==> src/rbv_regs.vh <==
`ifndef RBV_REGS_VH
`define RBV_REGS_VH

// ==========================================================
// register offsets (word index on the plain port)
`define RBV_OFS_CTRL        4'h0
`define RBV_OFS_STATUS      4'h1
`define RBV_OFS_RTPARAM     4'h2
`define RBV_OFS_COUNTS      4'h3

// ==========================================================
// field positions
`define RBV_CTRL_RD13_BIT   0
`define RBV_ST_FLAG2_LSB    0
`define RBV_ST_FLAG1_LSB    8
`define RBV_ST_BUSY_BIT     16
`define RBV_ST_MODE_LSB     17
`define RBV_RT_READ_LSB     0
`define RBV_RT_WRITE_LSB    8
`define RBV_CNT_OK_LSB      0
`define RBV_CNT_ERR_LSB     8

// ==========================================================
// reset values
`define RBV_CTRL_RST        1'b0
`define RBV_RT_RST          8'h00

// ==========================================================
// status flag codes
`define RBV_FLAG_OK         8'h00
`define RBV_FLAG_ERR        8'hFF
`define RBV_FLAG2_SVC_CNT   8'hA1
`define RBV_FLAG2_BLK_CNT   8'hA2
`define RBV_FLAG2_SVC_MIS   8'hA3
`define RBV_FLAG2_BLK_SPEC  8'hA5

// ==========================================================
// limits
`define RBV_SVC_MAX_READ    5'h0F
`define RBV_SVC_MAX_WRITE   5'h0B
`define RBV_SVC_WR_SMALL    5'h08
`define RBV_BLK_MAX_READ    5'h0F
`define RBV_BLK_MAX_RD_ALT  5'h0D
`define RBV_BLK_MAX_WR_LO   5'h0C
`define RBV_BLK_MAX_WR_HI   5'h0B
`define RBV_ENC_PARAM_BLKS  5'h02
`define RBV_ENC_MIN_BLKS    5'h03
`define RBV_LAST_BLOCK_NO   8'h1F
`define RBV_LIST_DEPTH      16

// ==========================================================
// block roles
`define RBV_ROLE_DATA       2'h0
`define RBV_ROLE_IV         2'h1
`define RBV_ROLE_MAC        2'h2

`endif

==> src/rbv_block_list_validator.v <==
// How it works
// - read and write response-time bytes are loaded from nonvolatile settings
// - identification answer always goes out in slot zero
// - read takes up to 15 services, write up to 11
// - all listed services must carry the same service file value
// - blocks are 16 bytes, chosen by two- or three-byte elements
// - access-mode bits 6..4 of element byte 0 nonzero gives error
// - bits 7..3 of third element byte nonzero gives error
// - third byte bit 2 selects tunnel, bits 1..0 select encryption
// - encryption code 01 is reserved and gives error
// - read block limit 15, or 13 for RF plaintext when selected
// - write takes 12 blocks with 1..8 services, 11 with 9..11
// - encrypted lists spend two blocks on parameters
// - RF plaintext accepts any block order and touches every block
// - tunnel plaintext requires ascending block numbers
// - encrypted touches entries 0..m-3 only and requires ascending order
// - all blocks must share one communication and encryption mode
// - 0xFF followed by 0x00 still counts as ascending
// - encrypted data is IV, payload, then MAC; plaintext is all payload
// - element errors answer FF/A5
// - service mismatch answers FF/A3, service count FF/A1
// - block count answers FF/A2, success answers 00/00
`timescale 1ns/100ps
`include "rbv_regs.vh"

module rbv_block_list_validator
(
  // clock and reset
  input  wire        i_clk,
  input  wire        i_rstn,
  // register port
  input  wire [3:0]  i_addr,
  input  wire [31:0] i_wdata,
  input  wire        i_wr,
  input  wire        i_rd,
  output reg  [31:0] o_rdata,
  // nonvolatile settings
  input  wire        i_nv_load,
  input  wire [7:0]  i_nv_rt_read,
  input  wire [7:0]  i_nv_rt_write,
  output reg  [7:0]  o_rt_read,
  output reg  [7:0]  o_rt_write,
  // identification request
  input  wire        i_req_valid,
  output reg         o_id_valid,
  output reg  [7:0]  o_id_slot,
  // command parameters
  input  wire        i_cmd_start,
  input  wire        i_cmd_write,
  input  wire        i_svc_valid,
  input  wire [15:0] i_svc_code,
  input  wire        i_elem_valid,
  input  wire        i_elem_three,
  input  wire [7:0]  i_elem_d0,
  input  wire [7:0]  i_elem_d1,
  input  wire [7:0]  i_elem_d2,
  input  wire        i_cmd_end,
  // result
  output wire        o_busy,
  output reg         o_done,
  output reg  [7:0]  o_status1,
  output reg  [7:0]  o_status2,
  output reg         o_tunnel,
  output reg  [1:0]  o_enc_mode,
  // block access stream
  output reg         o_acc_valid,
  output reg  [7:0]  o_acc_blk,
  output reg         o_acc_touch,
  output reg  [1:0]  o_acc_role
);

  // ==========================================================
  // states
  localparam [2:0] ST_IDLE    = 3'd0;
  localparam [2:0] ST_COLLECT = 3'd1;
  localparam [2:0] ST_CHECK   = 3'd2;
  localparam [2:0] ST_ACCESS  = 3'd3;
  localparam [2:0] ST_DONE    = 3'd4;

  // ==========================================================
  // helpers
  // strictly rising, with the single wrap from the top value to zero allowed
  function asc_ok;
    input [7:0] prev;
    input [7:0] nxt;
    begin
      asc_ok = (nxt > prev) || ((prev == 8'hFF) && (nxt == 8'h00));
    end
  endfunction

  function [4:0] blk_limit;
    input       is_wr;
    input [4:0] svc_n;
    input       rd13;
    input       rf_plain;
    begin
      if (is_wr)
        blk_limit = (svc_n <= `RBV_SVC_WR_SMALL) ? `RBV_BLK_MAX_WR_LO
                                                 : `RBV_BLK_MAX_WR_HI;
      else if (rd13 && rf_plain)
        blk_limit = `RBV_BLK_MAX_RD_ALT;
      else
        blk_limit = `RBV_BLK_MAX_READ;
    end
  endfunction

  // ==========================================================
  // state
  reg  [2:0]  state_reg;
  reg         is_wr_reg;
  reg         rd13_reg;
  reg  [4:0]  svc_cnt_reg;
  reg  [15:0] svc_first_reg;
  reg         svc_mis_reg;
  reg  [4:0]  blk_cnt_reg;
  reg  [7:0]  last_blk_reg;
  reg  [2:0]  mode_reg;
  reg         mode_mis_reg;
  reg         elem_err_reg;
  reg         order_bad_reg;
  reg  [15:0] oor_reg;
  reg  [3:0]  idx_reg;
  reg  [7:0]  ok_cnt_reg;
  reg  [7:0]  err_cnt_reg;
  reg  [7:0]  blk_mem [0:`RBV_LIST_DEPTH-1];

  wire [2:0]  elem_mode = i_elem_three ? i_elem_d2[2:0] : 3'b000;
  wire        enc       = mode_reg[1];
  wire        tunnel    = mode_reg[2];
  wire        rf_plain  = ~enc & ~tunnel;
  wire [4:0]  svc_max   = is_wr_reg ? `RBV_SVC_MAX_WRITE : `RBV_SVC_MAX_READ;
  wire [4:0]  lim       = blk_limit(is_wr_reg, svc_cnt_reg, rd13_reg, rf_plain);
  wire [4:0]  touch_n   = enc ? (blk_cnt_reg - `RBV_ENC_PARAM_BLKS) : blk_cnt_reg;
  wire [4:0]  last_idx  = blk_cnt_reg - 5'd1;

  assign o_busy = (state_reg != ST_IDLE);

  // ==========================================================
  // only touched entries of non-tunnel lists are held to the memory range
  reg         oor_touched;
  integer     k;
  always @*
  begin
    oor_touched = 1'b0;
    for (k = 0; k < `RBV_LIST_DEPTH; k = k + 1)
      if (oor_reg[k] && (k[4:0] < touch_n))
        oor_touched = 1'b1;
  end

  // ==========================================================
  // final verdict, in priority order
  reg  [7:0]  verdict2;
  always @*
  begin
    if ((svc_cnt_reg == 5'd0) || (svc_cnt_reg > svc_max))
      verdict2 = `RBV_FLAG2_SVC_CNT;
    else if (svc_mis_reg)
      verdict2 = `RBV_FLAG2_SVC_MIS;
    else if ((blk_cnt_reg == 5'd0) || (blk_cnt_reg > lim) ||
             (enc && (blk_cnt_reg < `RBV_ENC_MIN_BLKS)))
      verdict2 = `RBV_FLAG2_BLK_CNT;
    else if (elem_err_reg || mode_mis_reg || (order_bad_reg && !rf_plain) ||
             (oor_touched && !tunnel))
      verdict2 = `RBV_FLAG2_BLK_SPEC;
    else
      verdict2 = `RBV_FLAG_OK;
  end

  // ==========================================================
  // control registers and nonvolatile bytes
  always @(posedge i_clk or negedge i_rstn)
  begin
    if (!i_rstn)
    begin
      rd13_reg   <= `RBV_CTRL_RST;
      o_rt_read  <= `RBV_RT_RST;
      o_rt_write <= `RBV_RT_RST;
      o_id_valid <= 1'b0;
      o_id_slot  <= 8'h00;
    end
    else
    begin
      if (i_wr && (i_addr == `RBV_OFS_CTRL))
        rd13_reg <= i_wdata[`RBV_CTRL_RD13_BIT];
      if (i_nv_load)
      begin
        o_rt_read  <= i_nv_rt_read;
        o_rt_write <= i_nv_rt_write;
      end
      // whatever slot count is asked, answer in the first one
      o_id_valid <= i_req_valid;
      o_id_slot  <= 8'h00;
    end
  end

  // ==========================================================
  // read port, data one cycle after the strobe
  always @(posedge i_clk or negedge i_rstn)
  begin
    if (!i_rstn)
      o_rdata <= 32'h0000_0000;
    else if (i_rd)
    begin
      o_rdata <= 32'h0000_0000;
      case (i_addr)
        `RBV_OFS_CTRL:
          o_rdata[`RBV_CTRL_RD13_BIT] <= rd13_reg;
        `RBV_OFS_STATUS:
        begin
          o_rdata[`RBV_ST_FLAG2_LSB +: 8] <= o_status2;
          o_rdata[`RBV_ST_FLAG1_LSB +: 8] <= o_status1;
          o_rdata[`RBV_ST_BUSY_BIT]       <= o_busy;
          o_rdata[`RBV_ST_MODE_LSB +: 3]  <= {o_tunnel, o_enc_mode};
        end
        `RBV_OFS_RTPARAM:
        begin
          o_rdata[`RBV_RT_READ_LSB +: 8]  <= o_rt_read;
          o_rdata[`RBV_RT_WRITE_LSB +: 8] <= o_rt_write;
        end
        `RBV_OFS_COUNTS:
        begin
          o_rdata[`RBV_CNT_OK_LSB +: 8]  <= ok_cnt_reg;
          o_rdata[`RBV_CNT_ERR_LSB +: 8] <= err_cnt_reg;
        end
        default:
          o_rdata <= 32'h0000_0000;
      endcase
    end
    else
      o_rdata <= 32'h0000_0000;
  end

  // ==========================================================
  // block list store; no reset needed, entries are written before use
  always @(posedge i_clk)
  begin
    if ((state_reg == ST_COLLECT) && i_elem_valid && !blk_cnt_reg[4])
      blk_mem[blk_cnt_reg[3:0]] <= i_elem_d1;
  end

  // ==========================================================
  // command sequencer
  always @(posedge i_clk or negedge i_rstn)
  begin
    if (!i_rstn)
    begin
      state_reg     <= ST_IDLE;
      is_wr_reg     <= 1'b0;
      svc_cnt_reg   <= 5'd0;
      svc_first_reg <= 16'h0000;
      svc_mis_reg   <= 1'b0;
      blk_cnt_reg   <= 5'd0;
      last_blk_reg  <= 8'h00;
      mode_reg      <= 3'b000;
      mode_mis_reg  <= 1'b0;
      elem_err_reg  <= 1'b0;
      order_bad_reg <= 1'b0;
      oor_reg       <= 16'h0000;
      idx_reg       <= 4'h0;
      ok_cnt_reg    <= 8'h00;
      err_cnt_reg   <= 8'h00;
      o_done        <= 1'b0;
      o_status1     <= `RBV_FLAG_OK;
      o_status2     <= `RBV_FLAG_OK;
      o_tunnel      <= 1'b0;
      o_enc_mode    <= 2'b00;
      o_acc_valid   <= 1'b0;
      o_acc_blk     <= 8'h00;
      o_acc_touch   <= 1'b0;
      o_acc_role    <= `RBV_ROLE_DATA;
    end
    else
    begin
      o_done      <= 1'b0;
      o_acc_valid <= 1'b0;
      case (state_reg)
        ST_IDLE:
        begin
          if (i_cmd_start)
          begin
            state_reg     <= ST_COLLECT;
            is_wr_reg     <= i_cmd_write;
            svc_cnt_reg   <= 5'd0;
            svc_mis_reg   <= 1'b0;
            blk_cnt_reg   <= 5'd0;
            mode_mis_reg  <= 1'b0;
            elem_err_reg  <= 1'b0;
            order_bad_reg <= 1'b0;
            oor_reg       <= 16'h0000;
          end
        end
        ST_COLLECT:
        begin
          if (i_svc_valid)
          begin
            if (svc_cnt_reg != 5'h1F)
              svc_cnt_reg <= svc_cnt_reg + 5'd1;
            if (svc_cnt_reg == 5'd0)
              svc_first_reg <= i_svc_code;
            else if (i_svc_code != svc_first_reg)
              svc_mis_reg <= 1'b1;
          end
          if (i_elem_valid)
          begin
            if (blk_cnt_reg != 5'h1F)
              blk_cnt_reg <= blk_cnt_reg + 5'd1;
            if ((i_elem_d0[6:4] != 3'b000) ||
                (i_elem_three && (i_elem_d2[7:3] != 5'b00000)) ||
                (elem_mode[1:0] == 2'b01))
              elem_err_reg <= 1'b1;
            if (blk_cnt_reg == 5'd0)
              mode_reg <= elem_mode;
            else
            begin
              if (elem_mode != mode_reg)
                mode_mis_reg <= 1'b1;
              // order is noted always but only enforced off RF plaintext
              if (!asc_ok(last_blk_reg, i_elem_d1))
                order_bad_reg <= 1'b1;
            end
            last_blk_reg <= i_elem_d1;
            if (!blk_cnt_reg[4] && (i_elem_d1 > `RBV_LAST_BLOCK_NO))
              oor_reg[blk_cnt_reg[3:0]] <= 1'b1;
          end
          if (i_cmd_end)
            state_reg <= ST_CHECK;
        end
        ST_CHECK:
        begin
          // nothing is touched until the verdict is known
          o_status2  <= verdict2;
          o_status1  <= (verdict2 == `RBV_FLAG_OK) ? `RBV_FLAG_OK : `RBV_FLAG_ERR;
          o_tunnel   <= tunnel;
          o_enc_mode <= mode_reg[1:0];
          idx_reg    <= 4'h0;
          if (verdict2 == `RBV_FLAG_OK)
            state_reg <= ST_ACCESS;
          else
          begin
            state_reg   <= ST_DONE;
            err_cnt_reg <= err_cnt_reg + 8'h01;
          end
        end
        ST_ACCESS:
        begin
          o_acc_valid <= 1'b1;
          o_acc_blk   <= blk_mem[idx_reg];
          // trailing two entries of an encrypted list are dummies
          o_acc_touch <= ({1'b0, idx_reg} < touch_n);
          if (enc && (idx_reg == 4'h0))
            o_acc_role <= `RBV_ROLE_IV;
          else if (enc && ({1'b0, idx_reg} == last_idx))
            o_acc_role <= `RBV_ROLE_MAC;
          else
            o_acc_role <= `RBV_ROLE_DATA;
          idx_reg <= idx_reg + 4'h1;
          if ({1'b0, idx_reg} == last_idx)
          begin
            state_reg  <= ST_DONE;
            ok_cnt_reg <= ok_cnt_reg + 8'h01;
          end
        end
        ST_DONE:
        begin
          o_done    <= 1'b1;
          state_reg <= ST_IDLE;
        end
        default:
          state_reg <= ST_IDLE;
      endcase
    end
  end

endmodule // rbv_block_list_validator

==> config.mk <==
export PLATFORM = sky130hd
export DESIGN_NAME = rbv_block_list_validator
export DESIGN_NICKNAME = d
export VERILOG_FILES = /design/src/rbv_block_list_validator.v
export VERILOG_INCLUDE_DIRS = /design/src
export SDC_FILE = /design/constraint.sdc
export NUM_CORES = 1
export LEC_CHECK = 0
export BUFFER_PORTS_ARGS = -buffer_cell sky130_fd_sc_hd__buf_2
export CELL_PAD_IN_SITES_DETAIL_PLACEMENT = 0
export CELL_PAD_IN_SITES_GLOBAL_PLACEMENT = 2
export CORE_UTILIZATION = 30
export DETAILED_ROUTE_END_ITERATION = 12
export PLACE_DENSITY = 0.7
export SETUP_SLACK_MARGIN = 0.2
export SLEW_MARGIN = 20
export SYNTH_ARGS = -nofsm -noshare
export SYNTH_HDL_FRONTEND = slang
export SYNTH_SLANG_ARGS = --single-unit
==> constraint.sdc <==
create_clock -name i_clk -period 2.85 [get_ports i_clk]
set_input_delay 0.1425 -clock i_clk [delete_from_list [all_inputs] [get_ports i_clk]]
set_output_delay 0.1425 -clock i_clk [all_outputs]
set_load 0.005 [all_outputs]
==> flow_metrics.tcl <==
set metrics [dict create \
    status "completed" \
    drive_gt1_frac 0.3149 \
    worstSetupPathType "register to register" \
    cts.sinks 268 \
    io_buffers 134 \
    finalSetupTns_ns 0 \
    fin_util 0.3826 \
    synth.cell_area_mm2 0.01221 \
    synth_top_family_by_area "multiplexers" \
    postRouteWirelength_mm 29.23 \
    htreeDepth 1 \
    clkPwrFrac 0.273 \
    fillers 3814 \
    grt_overflow 0 \
    hp-class "input pin to register" \
    cp_cell_sequence "inv_2 -> ha_4 -> nand2b_4 -> a21oi_4 -> nand2_2 -> o41ai_2 -> ha_1 -> nor2b_4 -> o21ai_1 -> a32oi_1 -> a221oi_2 -> nand2_2 -> o21ai_4 -> buf_12 -> nor4_4 -> xor2_1" \
    post-route-min-period_ns 2.756 \
    critical_path.endpoint "err_cnt_reg[7]" \
    path_max_fanout 6 \
    synth_top_area_frac 0.3147 \
    hpwl_mm 20.09 \
    skew_ns 0.02730 \
    clockBufferDepth 3 \
    ios 194 \
    timing.rr.end "err_cnt_reg[7]" \
    drc 0 \
    regToRegSetupSlack_ns 0.09 \
    cts_buffers 30 \
    drt_pre_antenna_iters 4 \
    yosysWarnings 0 \
    max_freq_ghz 0.3629 \
    via_per_inst 4.593 \
    cts_root_buffer "clkbuf_16" \
    core_mm2 0.03991 \
    syn_avg_cell_area_um2 13.57 \
    power_leakage_nw 6.197 \
    crit_top_cell "nand2_2" \
    switching_share 0.3256 \
    drv_slew 0 \
    worst_setup_path_end_kind "register" \
    setup_viol 0 \
    holdWs_ns 0.009887 \
    dr_total_vias 7735 \
    synth.largest_area_cell "edfxtp_1" \
    reg2reg_depth 16 \
    critPathSlowestCell "dfrtp_1" \
    drt-initial-drc-count 343 \
    critical_path_required_ns 3.29 \
    relSlewSlack 0.5669 \
    worstReg2RegStart "svc_cnt_reg[0]" \
    die_area_mm2 0.04152 \
    hold_violations 0 \
    muxShareOfSynthArea 0.1237 \
    grt_pass1_wl_mm 45.15 \
    final_nets 1272 \
    synth_edf_count 128 \
    dpl_worst_slack_ns -0.01294 \
    largest_reg_flops 128 \
    final-seq-area_mm2 0.007348 \
    cts.clk_slew.worst_paths_ns 0.06 \
    ys_seq_elements 268 \
    final_cell_area_mm2 0.01527 \
    worst_slack_ns 0.09406 \
    cp-startpoint "svc_cnt_reg[0]" \
    multi_input_area_mm2 0.004522 \
    power.density_mw_per_mm2 867.6 \
    fp.dieW_um 203.8 \
    antenna_cells 0 \
    rsz0062_at_grt "yes" \
    clk_latency_ns 0.57 \
    worst_pin_slew_ns 0.6428 \
    power_switching_w 0.004314 \
    initial_utilization 0.3060 \
    syn_inst 900 \
    finalCritPeriodShare 0.9670 \
    peakVddDrop_v 0.0003390 \
    area_delta_synth_final_pct 25.04 \
    power.internal_w 0.008936 \
    die_h_um 203.8 \
    holdCritStartpoint "i_elem_valid" \
    synthDistinctLibCells 72 \
    critPathMaxStageDelay_ns 0.39 \
    hold_depth 3 \
    antenna_found_initial 0 \
    gp_congestion 0.7753 \
    synth-compound-area-share 0.07018 \
    ys_seq_area_frac 0.6016 \
    synthTopCellsByArea "edfxtp_1 31%, dfrtp_1 29%, mux4_2 7.4%" \
    cts_tree "yes" \
    arrival_ns 3.20 \
    grt_max_degree 60 \
    async_reset_ff_frac 0.5224 \
    synthSimpleGateAreaFrac 0.09425 \
    pwr-share-seq 0.385 \
    synthFlopType "dfrtp_1" \
    synthXorXnorAreaFrac 0.03381 \
    setup.worst_path.start_class "register" \
    grt_pass1_vias 7799 \
    p_comb_frac 0.343 \
    track_usage 0.1410 \
    rows 73 \
    postRouteAntennaNets 0 \
    wl_per_cell_um 17.36 \
    drv_cap 0 \
    synth_fa_ha_area_frac 0.03278 \
    place_area_mm2 0.01366 \
]
-- cell type report --
| cell class | count | share of cell area |
|---|---|---|
| repair buffers | 250 | 0.1127 |
| multi-input cells | 558 | 0.2961 |
| inverters | 28 | 0.006882 |
| clock inverters | 6 | 0.002294 |
| well taps | 525 | 0.04302 |
| clock buffers | 49 | 0.05785 |
| flip-flops and latches | 268 | 0.4812 |
-- critical path, delay by kind of cell, from the launching register on --
family / cells / cell delay [ns]
AND/OR/NAND/NOR: 5 / 0.45
XOR/XNOR: 1 / 0.16
flip-flops: 1 / 0.39
AO/OA/AOI/OAI: 6 / 0.97
buffers and inverters: 2 / 0.24
adder cells (fa/ha/maj): 2 / 0.43
-- power groups by stage --
stage               Combinational [W]  Sequential (W)  Clock, W
global placement              0.00436         0.00515         0
finish                        0.00454         0.00509   0.00362
global route                  0.00505         0.00518   0.00386
CTS                           0.00454         0.00510   0.00371
floorplan                     0.00301         0.00508         0
detailed placement            0.00440         0.00516         0
-- how the worst min path moves through the flow --
stage | end | slack [ns]
floorplan | blk_cnt_reg[0] | -0.15
global placement | o_rdata[15] | 0.13
detailed placement | o_rdata[15] | 0.13
CTS | elem_err_reg | 0.004
global route | elem_err_reg | 0.007
finish | elem_err_reg | 0.01
-- cells by family after synthesis --
logic type	Yosys count
flops	268
mux	94
xor+xnor	45
buf+inv	96
fa+ha+maj	32
simple gates	236
compound gates	128
other cells	1
-- per-stage QoR --
| step | cells | total power [W] |
|---|---|---|
| 2_1_floorplan | 922 | 0.008088 |
| 3_3_place_gp | 1565 | 0.009509 |
| 3_5_place_dp | 1565 | 0.009560 |
| 4_1_cts | 1678 | 0.01335 |
| 5_1_grt | 1684 | 0.01408 |
| 6_report | 1684 | 0.01325 |
-- cell usage in the layout (no fill, tap or decap), drive strengths merged, types with 6 or more instances in the layout --
cell type / synthesis / layout
xor2: 15 / 15
nor2b: 8 / 8
o21ai: 38 / 38
nand2: 71 / 71
a21oi: 25 / 25
dfrtp: 140 / 140
nor2: 68 / 68
nor3: 22 / 22
ha: 32 / 32
dlygate4sd3: 0 / 54
mux2: 52 / 52
a22oi: 15 / 15
nand3: 23 / 23
nand4: 6 / 6
nor4: 6 / 6
xnor2: 30 / 30
and2: 7 / 7
edfxtp: 128 / 128
inv: 28 / 30
buf: 48 / 196
nand2b: 7 / 7
conb: 1 / 23
mux4: 40 / 40
clkbuf: 20 / 49
a31oi: 17 / 17
-- timing repair --
action | in CTS | in global routing
hold endpoints to repair | 122 | 0
pin swaps | 10 | 16
hold buffers | 54 | 0
setup buffers | 4 | 6
gates resized for setup | 8 | 10
endpoints found under the setup margin | 13 | 18
-- routing by layer --
layer / wire length [um] / up-vias / share of wire / global-route usage
li1: - / 3726 / - / -
met1: 13410 / 3852 / 0.46 / 0.1929
met2: 14120 / 117 / 0.48 / 0.2332
met3: 1068 / 40 / 0.037 / 0.01742
met4: 624 / 0 / 0.021 / 0.04162
met5: 0 / - / 0 / 0
-- cells in the mapped netlist, types with 3 or more instances --
master	count
dfrtp_1	140
edfxtp_1	128
nand2_1	71
nor2_1	68
mux2_2	51
mux4_2	40
o21ai_0	36
buf_4	33
ha_1	32
xnor2_1	30
inv_1	27
a21oi_1	25
nand3_1	23
nor3_1	19
clkbuf_1	18
a31oi_1	16
a22oi_1	15
xor2_1	14
buf_2	9
nor2b_1	8
and2_1	7
nand2b_1	7
nand4_1	6
and3_1	5
buf_1	4
o21a_1	4
nor3_2	3
nor3b_1	3
nor4_1	3
o31ai_1	3
(Power assumes the default switching activity.)
